--- src/ddrc_pkg.sv ---
// Shared constants and types for the DDR read calibration and ECC path
package ddrc_pkg;
  // Lane width selection values
  localparam logic LANE_ONE = 1'b0;
  localparam logic LANE_TWO = 1'b1;
  // Data path geometry
  localparam int BYTE_W = 8;
  localparam int LANES = 2;
  localparam int DQ_W = 16;
  localparam int BUS_AW = 30;
  localparam int MEM_AW = 29;
  localparam int MAP_TOP_BIT = 28;
  localparam int CHECK_W = 5;
  // Default width of each strobe read delay field
  localparam int DLY_W_DEF = 5;
  // Read strobe timeout
  localparam int CLK_PERIOD_NS = 4;
  localparam int RD_TIMEOUT_NS = 2000;
  localparam int RD_TIMEOUT_CYC = RD_TIMEOUT_NS / CLK_PERIOD_NS;
  localparam int CNT_W = 9;
  // Reset values
  localparam logic [DQ_W-1:0] RST_DATA = 16'h0000;
  localparam logic [MEM_AW-1:0] RST_ADDR = 29'h0000000;

  typedef enum logic [3:0] {
    ST_IDLE = 4'h1,
    ST_RD_WAIT = 4'h2,
    ST_RD_CAP = 4'h4,
    ST_RESP = 4'h8
  } ddrc_state_t;
endpackage : ddrc_pkg

--- src/ddrc_ecc_if.sv ---
// Interface between the controller and its byte SECDED codec
`timescale 1ns/1ps
interface ddrc_ecc_if;
  logic [7:0] enc_data;
  logic [7:0] enc_check;
  logic [7:0] dec_data;
  logic [7:0] dec_check;
  logic [7:0] cor_data;
  logic single_err;
  logic double_err;
  modport ctrl (output enc_data, output dec_data, output dec_check,
                input enc_check, input cor_data, input single_err, input double_err);
  modport codec (input enc_data, input dec_data, input dec_check,
                 output enc_check, output cor_data, output single_err, output double_err);
endinterface : ddrc_ecc_if

--- src/ddrc_rdcal_ecc.sv ---
// DDR read window capture, ECC protection and bus memory map
//
// What this block does
// - Writes complete correctly; reads depend on calibrated strobe delay.
// - With ECC, correct single-bit and detect double-bit errors per byte.
// - With ECC, lane 1 holds check bits; only lower half visible.
// - Uncorrectable errors raise a bus error only when reporting enabled.
// - Corrected errors are signalled only when reporting enabled.
// - Up to 1 GB; large map bit opens space beyond 512 MB.
`timescale 1ns/1ps
module ddrc_rdcal_ecc #(
  parameter int DLY_W = ddrc_pkg::DLY_W_DEF
) (
  input wire logic core_clk,
  input wire logic resetn,
  input wire logic init_done,
  input wire logic lane_width_sel,
  input wire logic correction_enable,
  input wire logic uncorrectable_report_enable,
  input wire logic correctable_report_enable,
  input wire logic large_memory_map_enable,
  input wire logic [DLY_W-1:0] strobe_read_delay0,
  input wire logic [DLY_W-1:0] strobe_read_delay1,
  input wire logic bus_req,
  input wire logic bus_we,
  input wire logic [ddrc_pkg::BUS_AW-1:0] bus_addr,
  input wire logic [ddrc_pkg::DQ_W-1:0] bus_wdata,
  output logic bus_ready,
  output logic bus_ack,
  output logic [ddrc_pkg::DQ_W-1:0] bus_rdata,
  output logic bus_err,
  output logic bus_cor_evt,
  output logic mem_cmd_valid,
  output logic mem_cmd_we,
  output logic [ddrc_pkg::MEM_AW-1:0] mem_addr,
  output logic [ddrc_pkg::DQ_W-1:0] mem_wdata,
  input wire logic mem_dqs,
  input wire logic [ddrc_pkg::DQ_W-1:0] mem_dq
);
  import ddrc_pkg::*;

  ddrc_state_t state, next_state;
  logic [CNT_W-1:0] cnt, next_cnt;
  logic next_bus_ready, next_bus_ack, next_bus_err, next_bus_cor_evt;
  logic [DQ_W-1:0] next_bus_rdata, next_mem_wdata;
  logic next_mem_cmd_valid, next_mem_cmd_we;
  logic [MEM_AW-1:0] next_mem_addr;
  logic dqs_s1, dqs_s2, dqs_s3;
  logic [DQ_W-1:0] dq_s1, dq_s2;
  logic dqs_edge, accept, ecc_on, top_keep;
  logic [DLY_W-1:0] dly [LANES];
  logic [BYTE_W-1:0] lane [LANES];
  logic [BYTE_W-1:0] next_lane [LANES];
  logic [MEM_AW-1:0] word_addr;

  ddrc_ecc_if ecc_if ();

  // Byte codec
  ddrc_secded u_secded (
    .ecc (ecc_if.codec)
  );

  // Two-stage synchronisers for strobe and data pins
  always_ff @(posedge core_clk)
  begin
    if (!resetn)
    begin
      dqs_s1 <= 1'b0;
      dqs_s2 <= 1'b0;
      dqs_s3 <= 1'b0;
      dq_s1 <= RST_DATA;
      dq_s2 <= RST_DATA;
    end
    else
    begin
      dqs_s1 <= mem_dqs;
      dqs_s2 <= dqs_s1;
      dqs_s3 <= dqs_s2;
      dq_s1 <= mem_dq;
      dq_s2 <= dq_s1;
    end
  end

  // Strobe edges, both directions, request acceptance
  assign dqs_edge = dqs_s2 ^ dqs_s3;
  assign accept = bus_req && bus_ready;
  assign ecc_on = correction_enable;
  assign dly[0] = strobe_read_delay0;
  assign dly[1] = strobe_read_delay1;
  assign word_addr = bus_addr[BUS_AW-1:1];
  // ECC keeps software in lower half
  assign top_keep = word_addr[MAP_TOP_BIT] && large_memory_map_enable && !ecc_on;

  // Codec hookup
  assign ecc_if.enc_data = bus_wdata[BYTE_W-1:0];
  assign ecc_if.dec_data = lane[0];
  assign ecc_if.dec_check = lane[1];

  // Per-lane read capture at the programmed delay
  genvar l;
  generate
    for (l = 0; l < LANES; l++)
    begin : g_lane
      always_comb
      begin
        next_lane[l] = lane[l];
        if (state == ST_IDLE && accept && !bus_we)
          next_lane[l] = 8'h00;
        else if (state == ST_RD_CAP && cnt == CNT_W'(dly[l]) && (l == 0 || lane_width_sel == LANE_TWO))
          next_lane[l] = dq_s2[l*BYTE_W +: BYTE_W];
      end

      always_ff @(posedge core_clk)
      begin
        if (!resetn)
          lane[l] <= 8'h00;
        else
          lane[l] <= next_lane[l];
      end
    end
  endgenerate

  // Request sequencing and registered outputs
  always_comb
  begin
    next_state = state;
    next_cnt = cnt;
    next_bus_ack = 1'b0;
    next_bus_err = 1'b0;
    next_bus_cor_evt = 1'b0;
    next_bus_rdata = bus_rdata;
    next_mem_cmd_valid = 1'b0;
    next_mem_cmd_we = mem_cmd_we;
    next_mem_addr = mem_addr;
    next_mem_wdata = mem_wdata;
    case (state)
      ST_IDLE:
      begin
        if (accept)
        begin
          next_mem_cmd_valid = 1'b1;
          next_mem_cmd_we = bus_we;
          next_mem_addr = {top_keep, word_addr[MAP_TOP_BIT-1:0]};
          next_cnt = '0;
          if (bus_we)
          begin
            next_bus_ack = 1'b1;
            next_mem_wdata = ecc_on ? {ecc_if.enc_check, bus_wdata[BYTE_W-1:0]} : bus_wdata;
          end
          else
            next_state = ST_RD_WAIT;
        end
      end
      ST_RD_WAIT:
      begin
        next_cnt = cnt + 1'b1;
        if (dqs_edge)
        begin
          next_state = ST_RD_CAP;
          next_cnt = '0;
        end
        else if (cnt == CNT_W'(RD_TIMEOUT_CYC - 1))
          next_state = ST_RESP;
      end
      ST_RD_CAP:
      begin
        next_cnt = cnt + 1'b1;
        if (cnt == CNT_W'({DLY_W{1'b1}}))
          next_state = ST_RESP;
      end
      ST_RESP:
      begin
        next_state = ST_IDLE;
        next_bus_ack = 1'b1;
        if (ecc_on)
        begin
          next_bus_rdata = {8'h00, ecc_if.cor_data};
          next_bus_err = ecc_if.double_err && uncorrectable_report_enable;
          next_bus_cor_evt = ecc_if.single_err && correctable_report_enable;
        end
        else
          next_bus_rdata = {lane[1], lane[0]};
      end
      default:
        next_state = ST_IDLE;
    endcase
    next_bus_ready = init_done && next_state == ST_IDLE;
  end

  // State and output registers
  always_ff @(posedge core_clk)
  begin
    if (!resetn)
    begin
      state <= ST_IDLE;
      cnt <= '0;
      bus_ready <= 1'b0;
      bus_ack <= 1'b0;
      bus_err <= 1'b0;
      bus_cor_evt <= 1'b0;
      bus_rdata <= RST_DATA;
      mem_cmd_valid <= 1'b0;
      mem_cmd_we <= 1'b0;
      mem_addr <= RST_ADDR;
      mem_wdata <= RST_DATA;
    end
    else
    begin
      state <= next_state;
      cnt <= next_cnt;
      bus_ready <= next_bus_ready;
      bus_ack <= next_bus_ack;
      bus_err <= next_bus_err;
      bus_cor_evt <= next_bus_cor_evt;
      bus_rdata <= next_bus_rdata;
      mem_cmd_valid <= next_mem_cmd_valid;
      mem_cmd_we <= next_mem_cmd_we;
      mem_addr <= next_mem_addr;
      mem_wdata <= next_mem_wdata;
    end
  end
endmodule : ddrc_rdcal_ecc

--- src/ddrc_secded.sv ---
// Single-correct double-detect codec for one data byte
`timescale 1ns/1ps
module ddrc_secded (
  ddrc_ecc_if.codec ecc
);
  import ddrc_pkg::*;

  // Hamming position of each data bit
  localparam logic [3:0] DPOS [8] = '{4'h3, 4'h5, 4'h6, 4'h7, 4'h9, 4'ha, 4'hb, 4'hc};

  // Syndrome over a 12-bit code word, positions 1 to 12
  function automatic logic [3:0] ddrc_syn(input logic [7:0] d, input logic [3:0] p);
    logic [3:0] s;
    s = p;
    for (int i = 0; i < 8; i++)
    begin
      if (d[i])
        s = s ^ DPOS[i];
    end
    return s;
  endfunction : ddrc_syn

  logic [3:0] enc_p;
  logic [3:0] syn;
  logic ovr_err;
  logic [7:0] flip;

  // Encode: check bits plus overall parity
  assign enc_p = ddrc_syn(ecc.enc_data, 4'h0);
  assign ecc.enc_check = {3'h0, ^{ecc.enc_data, enc_p}, enc_p};

  // Decode syndrome and overall parity
  assign syn = ddrc_syn(ecc.dec_data, ecc.dec_check[3:0]);
  assign ovr_err = ^{ecc.dec_data, ecc.dec_check[CHECK_W-1:0]};

  // Flip the data bit that the syndrome points at
  genvar g;
  generate
    for (g = 0; g < 8; g++)
    begin : g_flip
      assign flip[g] = ovr_err && (syn == DPOS[g]);
    end
  endgenerate

  assign ecc.cor_data = ecc.dec_data ^ flip;
  assign ecc.single_err = ovr_err;
  assign ecc.double_err = !ovr_err && (syn != 4'h0);
endmodule : ddrc_secded

--- config.mk ---
export PLATFORM = sky130hd
export DESIGN_NAME = ddrc_rdcal_ecc
export DESIGN_NICKNAME = d
export VERILOG_FILES = /design/src/ddrc_pkg.sv /design/src/ddrc_ecc_if.sv /design/src/ddrc_rdcal_ecc.sv /design/src/ddrc_secded.sv
export SDC_FILE = /design/constraint.sdc
export NUM_CORES = 1
export LEC_CHECK = 0
export ABC_AREA = 1
export BUFFER_PORTS_ARGS = -buffer_cell sky130_fd_sc_hd__buf_2
export CAP_MARGIN = 20
export CELL_PAD_IN_SITES_DETAIL_PLACEMENT = 0
export CELL_PAD_IN_SITES_GLOBAL_PLACEMENT = 1
export CORE_MARGIN = 2
export CORE_UTILIZATION = 35
export DETAILED_ROUTE_END_ITERATION = 12
export GPL_TIMING_DRIVEN = 0
export HOLD_SLACK_MARGIN = 0.15
export PLACE_DENSITY = 0.79
export SLEW_MARGIN = 20
export SYNTH_ARGS = -nofsm -noshare
export SYNTH_HDL_FRONTEND = slang
export SYNTH_SLANG_ARGS = --single-unit
--- constraint.sdc ---
create_clock -name core_clk -period 2.44 [get_ports core_clk]
set_clock_uncertainty 0.15 [all_clocks]
set_input_delay 0.366 -clock core_clk [delete_from_list [all_inputs] [get_ports core_clk]]
set_output_delay 0.366 -clock core_clk [all_outputs]
set_load 0.01 [all_outputs]
==> flow_summary.yaml <==
route:
  drc_errors: 0
  first_pass_iters: 4
  via_per_inst: 4.47
  post_drt_wl_per_cell_um: 12.3
  drtAntennaViolNets: 0
  vias: 5568
  totalWireLength_mm: 15.4
  first_iter_violations: 177
clock_tree:
  ctsResizeCount: 0
  cts_post_setup_buffers_inserted: 0
  clockBufferDepth: 2
  path_clk_slew_ns: 0.06
  cts_hold_buf: 66
  cts_sinks: 131
  clock_latency_ns: 0.41
  h-tree-depth: 4
  cts_inserted_buffers: 17
  tritoncts: "yes"
  cts_root_buf: "clkbuf_16"
synth:
  yosysTopAreaCellShare_pct: 45.4
  synth_cells: 786
  synth_top_cells_by_area: "dfxtp_1 (45%), nand2_1 (11%), nor2_1 (7.1%), o21ai_0 (4.7%), inv_1 (4.5%)"
  seq_area_frac_synth_pct: 45.4
  synth_top_cell_by_area: "dfxtp_1"
  synth_common_cells: "nand2_1 (174), dfxtp_1 (131), nor2_1 (109), inv_1 (69), o21ai_0 (54)"
  synth_cell_types: 48
  syn_area_um2: 5770
  synth_edf_count: 0
  ys_ff_latch: 131
  synth.most_common_cell: "nand2_1"
  ys_warn_count: 0
  synth_ff_type: "dfxtp_1"
  async_flop_share_pct: 0
  avgSynthCellArea_um2: 7.34
  synth_fp_nets: 870
timing:
  setup_tns_ns: 0
  holdWs_ns: 0.182
  slew_viol_final: 0
  setup_violations: 0
  period_minus_slack_ns: 1.97
  period_share_pct: 80.9
  rsz0062_at_grt: "no"
  fmaxAchievable_mhz: 507
  worstMarginPinSlew_ns: 0.674
  max_slew_margin_pct: 55.1
  final_hold_viol_count: 0
  finalWorstSetupSlack_ns: 0.466
floorplanning:
  dieHeight_um: 132
  die_area_um2: 17500
  num_rows: 46
  die_w_um: 132
  design.portCount: 150
  coreArea_um2: 16000
  initial_core_util_pct: 36.1
placed_design:
  hpwl_mm: 11.1
  io_buffers: 147
  gp_congestion: 0.812
  place_ws_ns: 0.132
final_layout:
  drive_gt1_share_pct: 25.0
  utilization_pct: 50.1
  final_nets: 1102
  syn_to_final_growth_pct: 38.8
  diodes: 0
pwr:
  power_w: 0.00509
  irDropWorstVdd_v: 0.000505
  p_leak_nw: 3.95
  pwr_density_cell_nw_per_um2: 636
global_route:
  grt_max_degree: 17
  grt_pass1_wl_mm: 25.6
  grtUsageTotal_pct: 18.0
  antenna_found_initial: 0
  grt_overflow_total: 0
  grt_pass1_vias: 5360
critical_path:
  cp.arrival_ns: 2.09
  critPathTopFamily: "simple AND/OR/NAND/NOR gates"
  slowest_delay_ns: 0.54
  crit_buf_inv: 2
  cp.required_ns: 2.56
  path_max_fanout: 9
  slowest_stage: "nor3_2"
  path_cells: "inv_2 > nor3_2 > clkinv_1 > nand2_1 > a21oi_1"
  critPathKind: "reg2reg"
  end_kind: "flop"
  start_kind: "flop"
run:
  maxCapViolCount: 0
hold_path:
  min_path_type: "in2reg"
outcome:
  status: "finished, final reports clean"
## cell type report
class | instances | area [um^2]
inverter | 90 | 345
tap | 216 | 270
clock buffer | 21 | 470
fill | 1633 | 7990
sequential | 131 | 2620
timing repair buffer | 213 | 1400
buffer | 30 | 134
multi-input combinational | 535 | 2670
clock inverter | 10 | 100
## power breakdown
| group | switching [W] | internal (W) | leakage, nW |
|---|---|---|---|
| clock | 0.000939 | 0.00148 | 0.268 |
| combinational | 0.000227 | 0.000215 | 2.61 |
| sequential | 0.0000261 | 0.00220 | 1.07 |
| total | 0.00119 | 0.00390 | 3.95 |
## per-stage QoR
step	cells	area (um^2)
floorplan	786	5770
CTS	1246	8010
detailed placement	1149	6780
global route	1246	8010
finish	1246	8010
global placement	1149	6780
## per-layer routing
| layer | global-route usage (%) | part of all wire, % | up-vias |
|---|---|---|---|
| met1 | 22.9 | 47 | 2486 |
| li1 | - | - | 2956 |
| met5 | 0 | 0 | - |
| met3 | 4.33 | 4.1 | 17 |
| met2 | 30.3 | 48 | 109 |
| met4 | 5.44 | 1.5 | 0 |
## placed cells by master, fill, tap and decap left out, types with 22 or more instances in the layout
cell             n
buf_2          154
nand2_2         22
dfxtp_1        131
a21oi_1         40
o21ai_0         54
dlygate4sd3_1   66
nand2_1        174
nand3_1         43
inv_1           69
nor2_1         109
## final timing paths
kind                            slack (ns)  cells past startpoint          start            end
worst min-delay path                  0.18                      5  bus_wdata[12]  mem_wdata[12]
worst max register to register        0.47                      5       state[3]   bus_rdata[8]
worst min register to register        0.26                      2      dq_s1[13]      dq_s2[13]
worst max-delay path                  0.47                      5       state[3]   bus_rdata[8]
## sequential cells by signal (all words and copies together), names as in the netlist, 4 cells and up
register and flops:
dq_s1 16, mem_addr 29, lane 16, cnt 9, state 4, dq_s2 16
bus_rdata 16, mem_wdata 16
## cell families (layout without fill, tap and decap cells)
kind of cell	count (synthesis)	count (layout)	synth area share (%)
and+or+nand+nor	396	396	31.7
DFF	131	131	45.4
buffers and inverters	120	364	8.30
AOI/OAI and AO/OA	113	113	10.5
xor gates and xnor gates	25	25	3.79
adders and majority gates	1	1	0.217
## worst min-delay path, delay by kind of cell
kind                   cells  cell delay [ns]
and+or+nand+nor            3             0.17
AOI/OAI and AO/OA          1             0.05
buffers and inverters      1             0.10
Power figures use the tool's default switching activity.
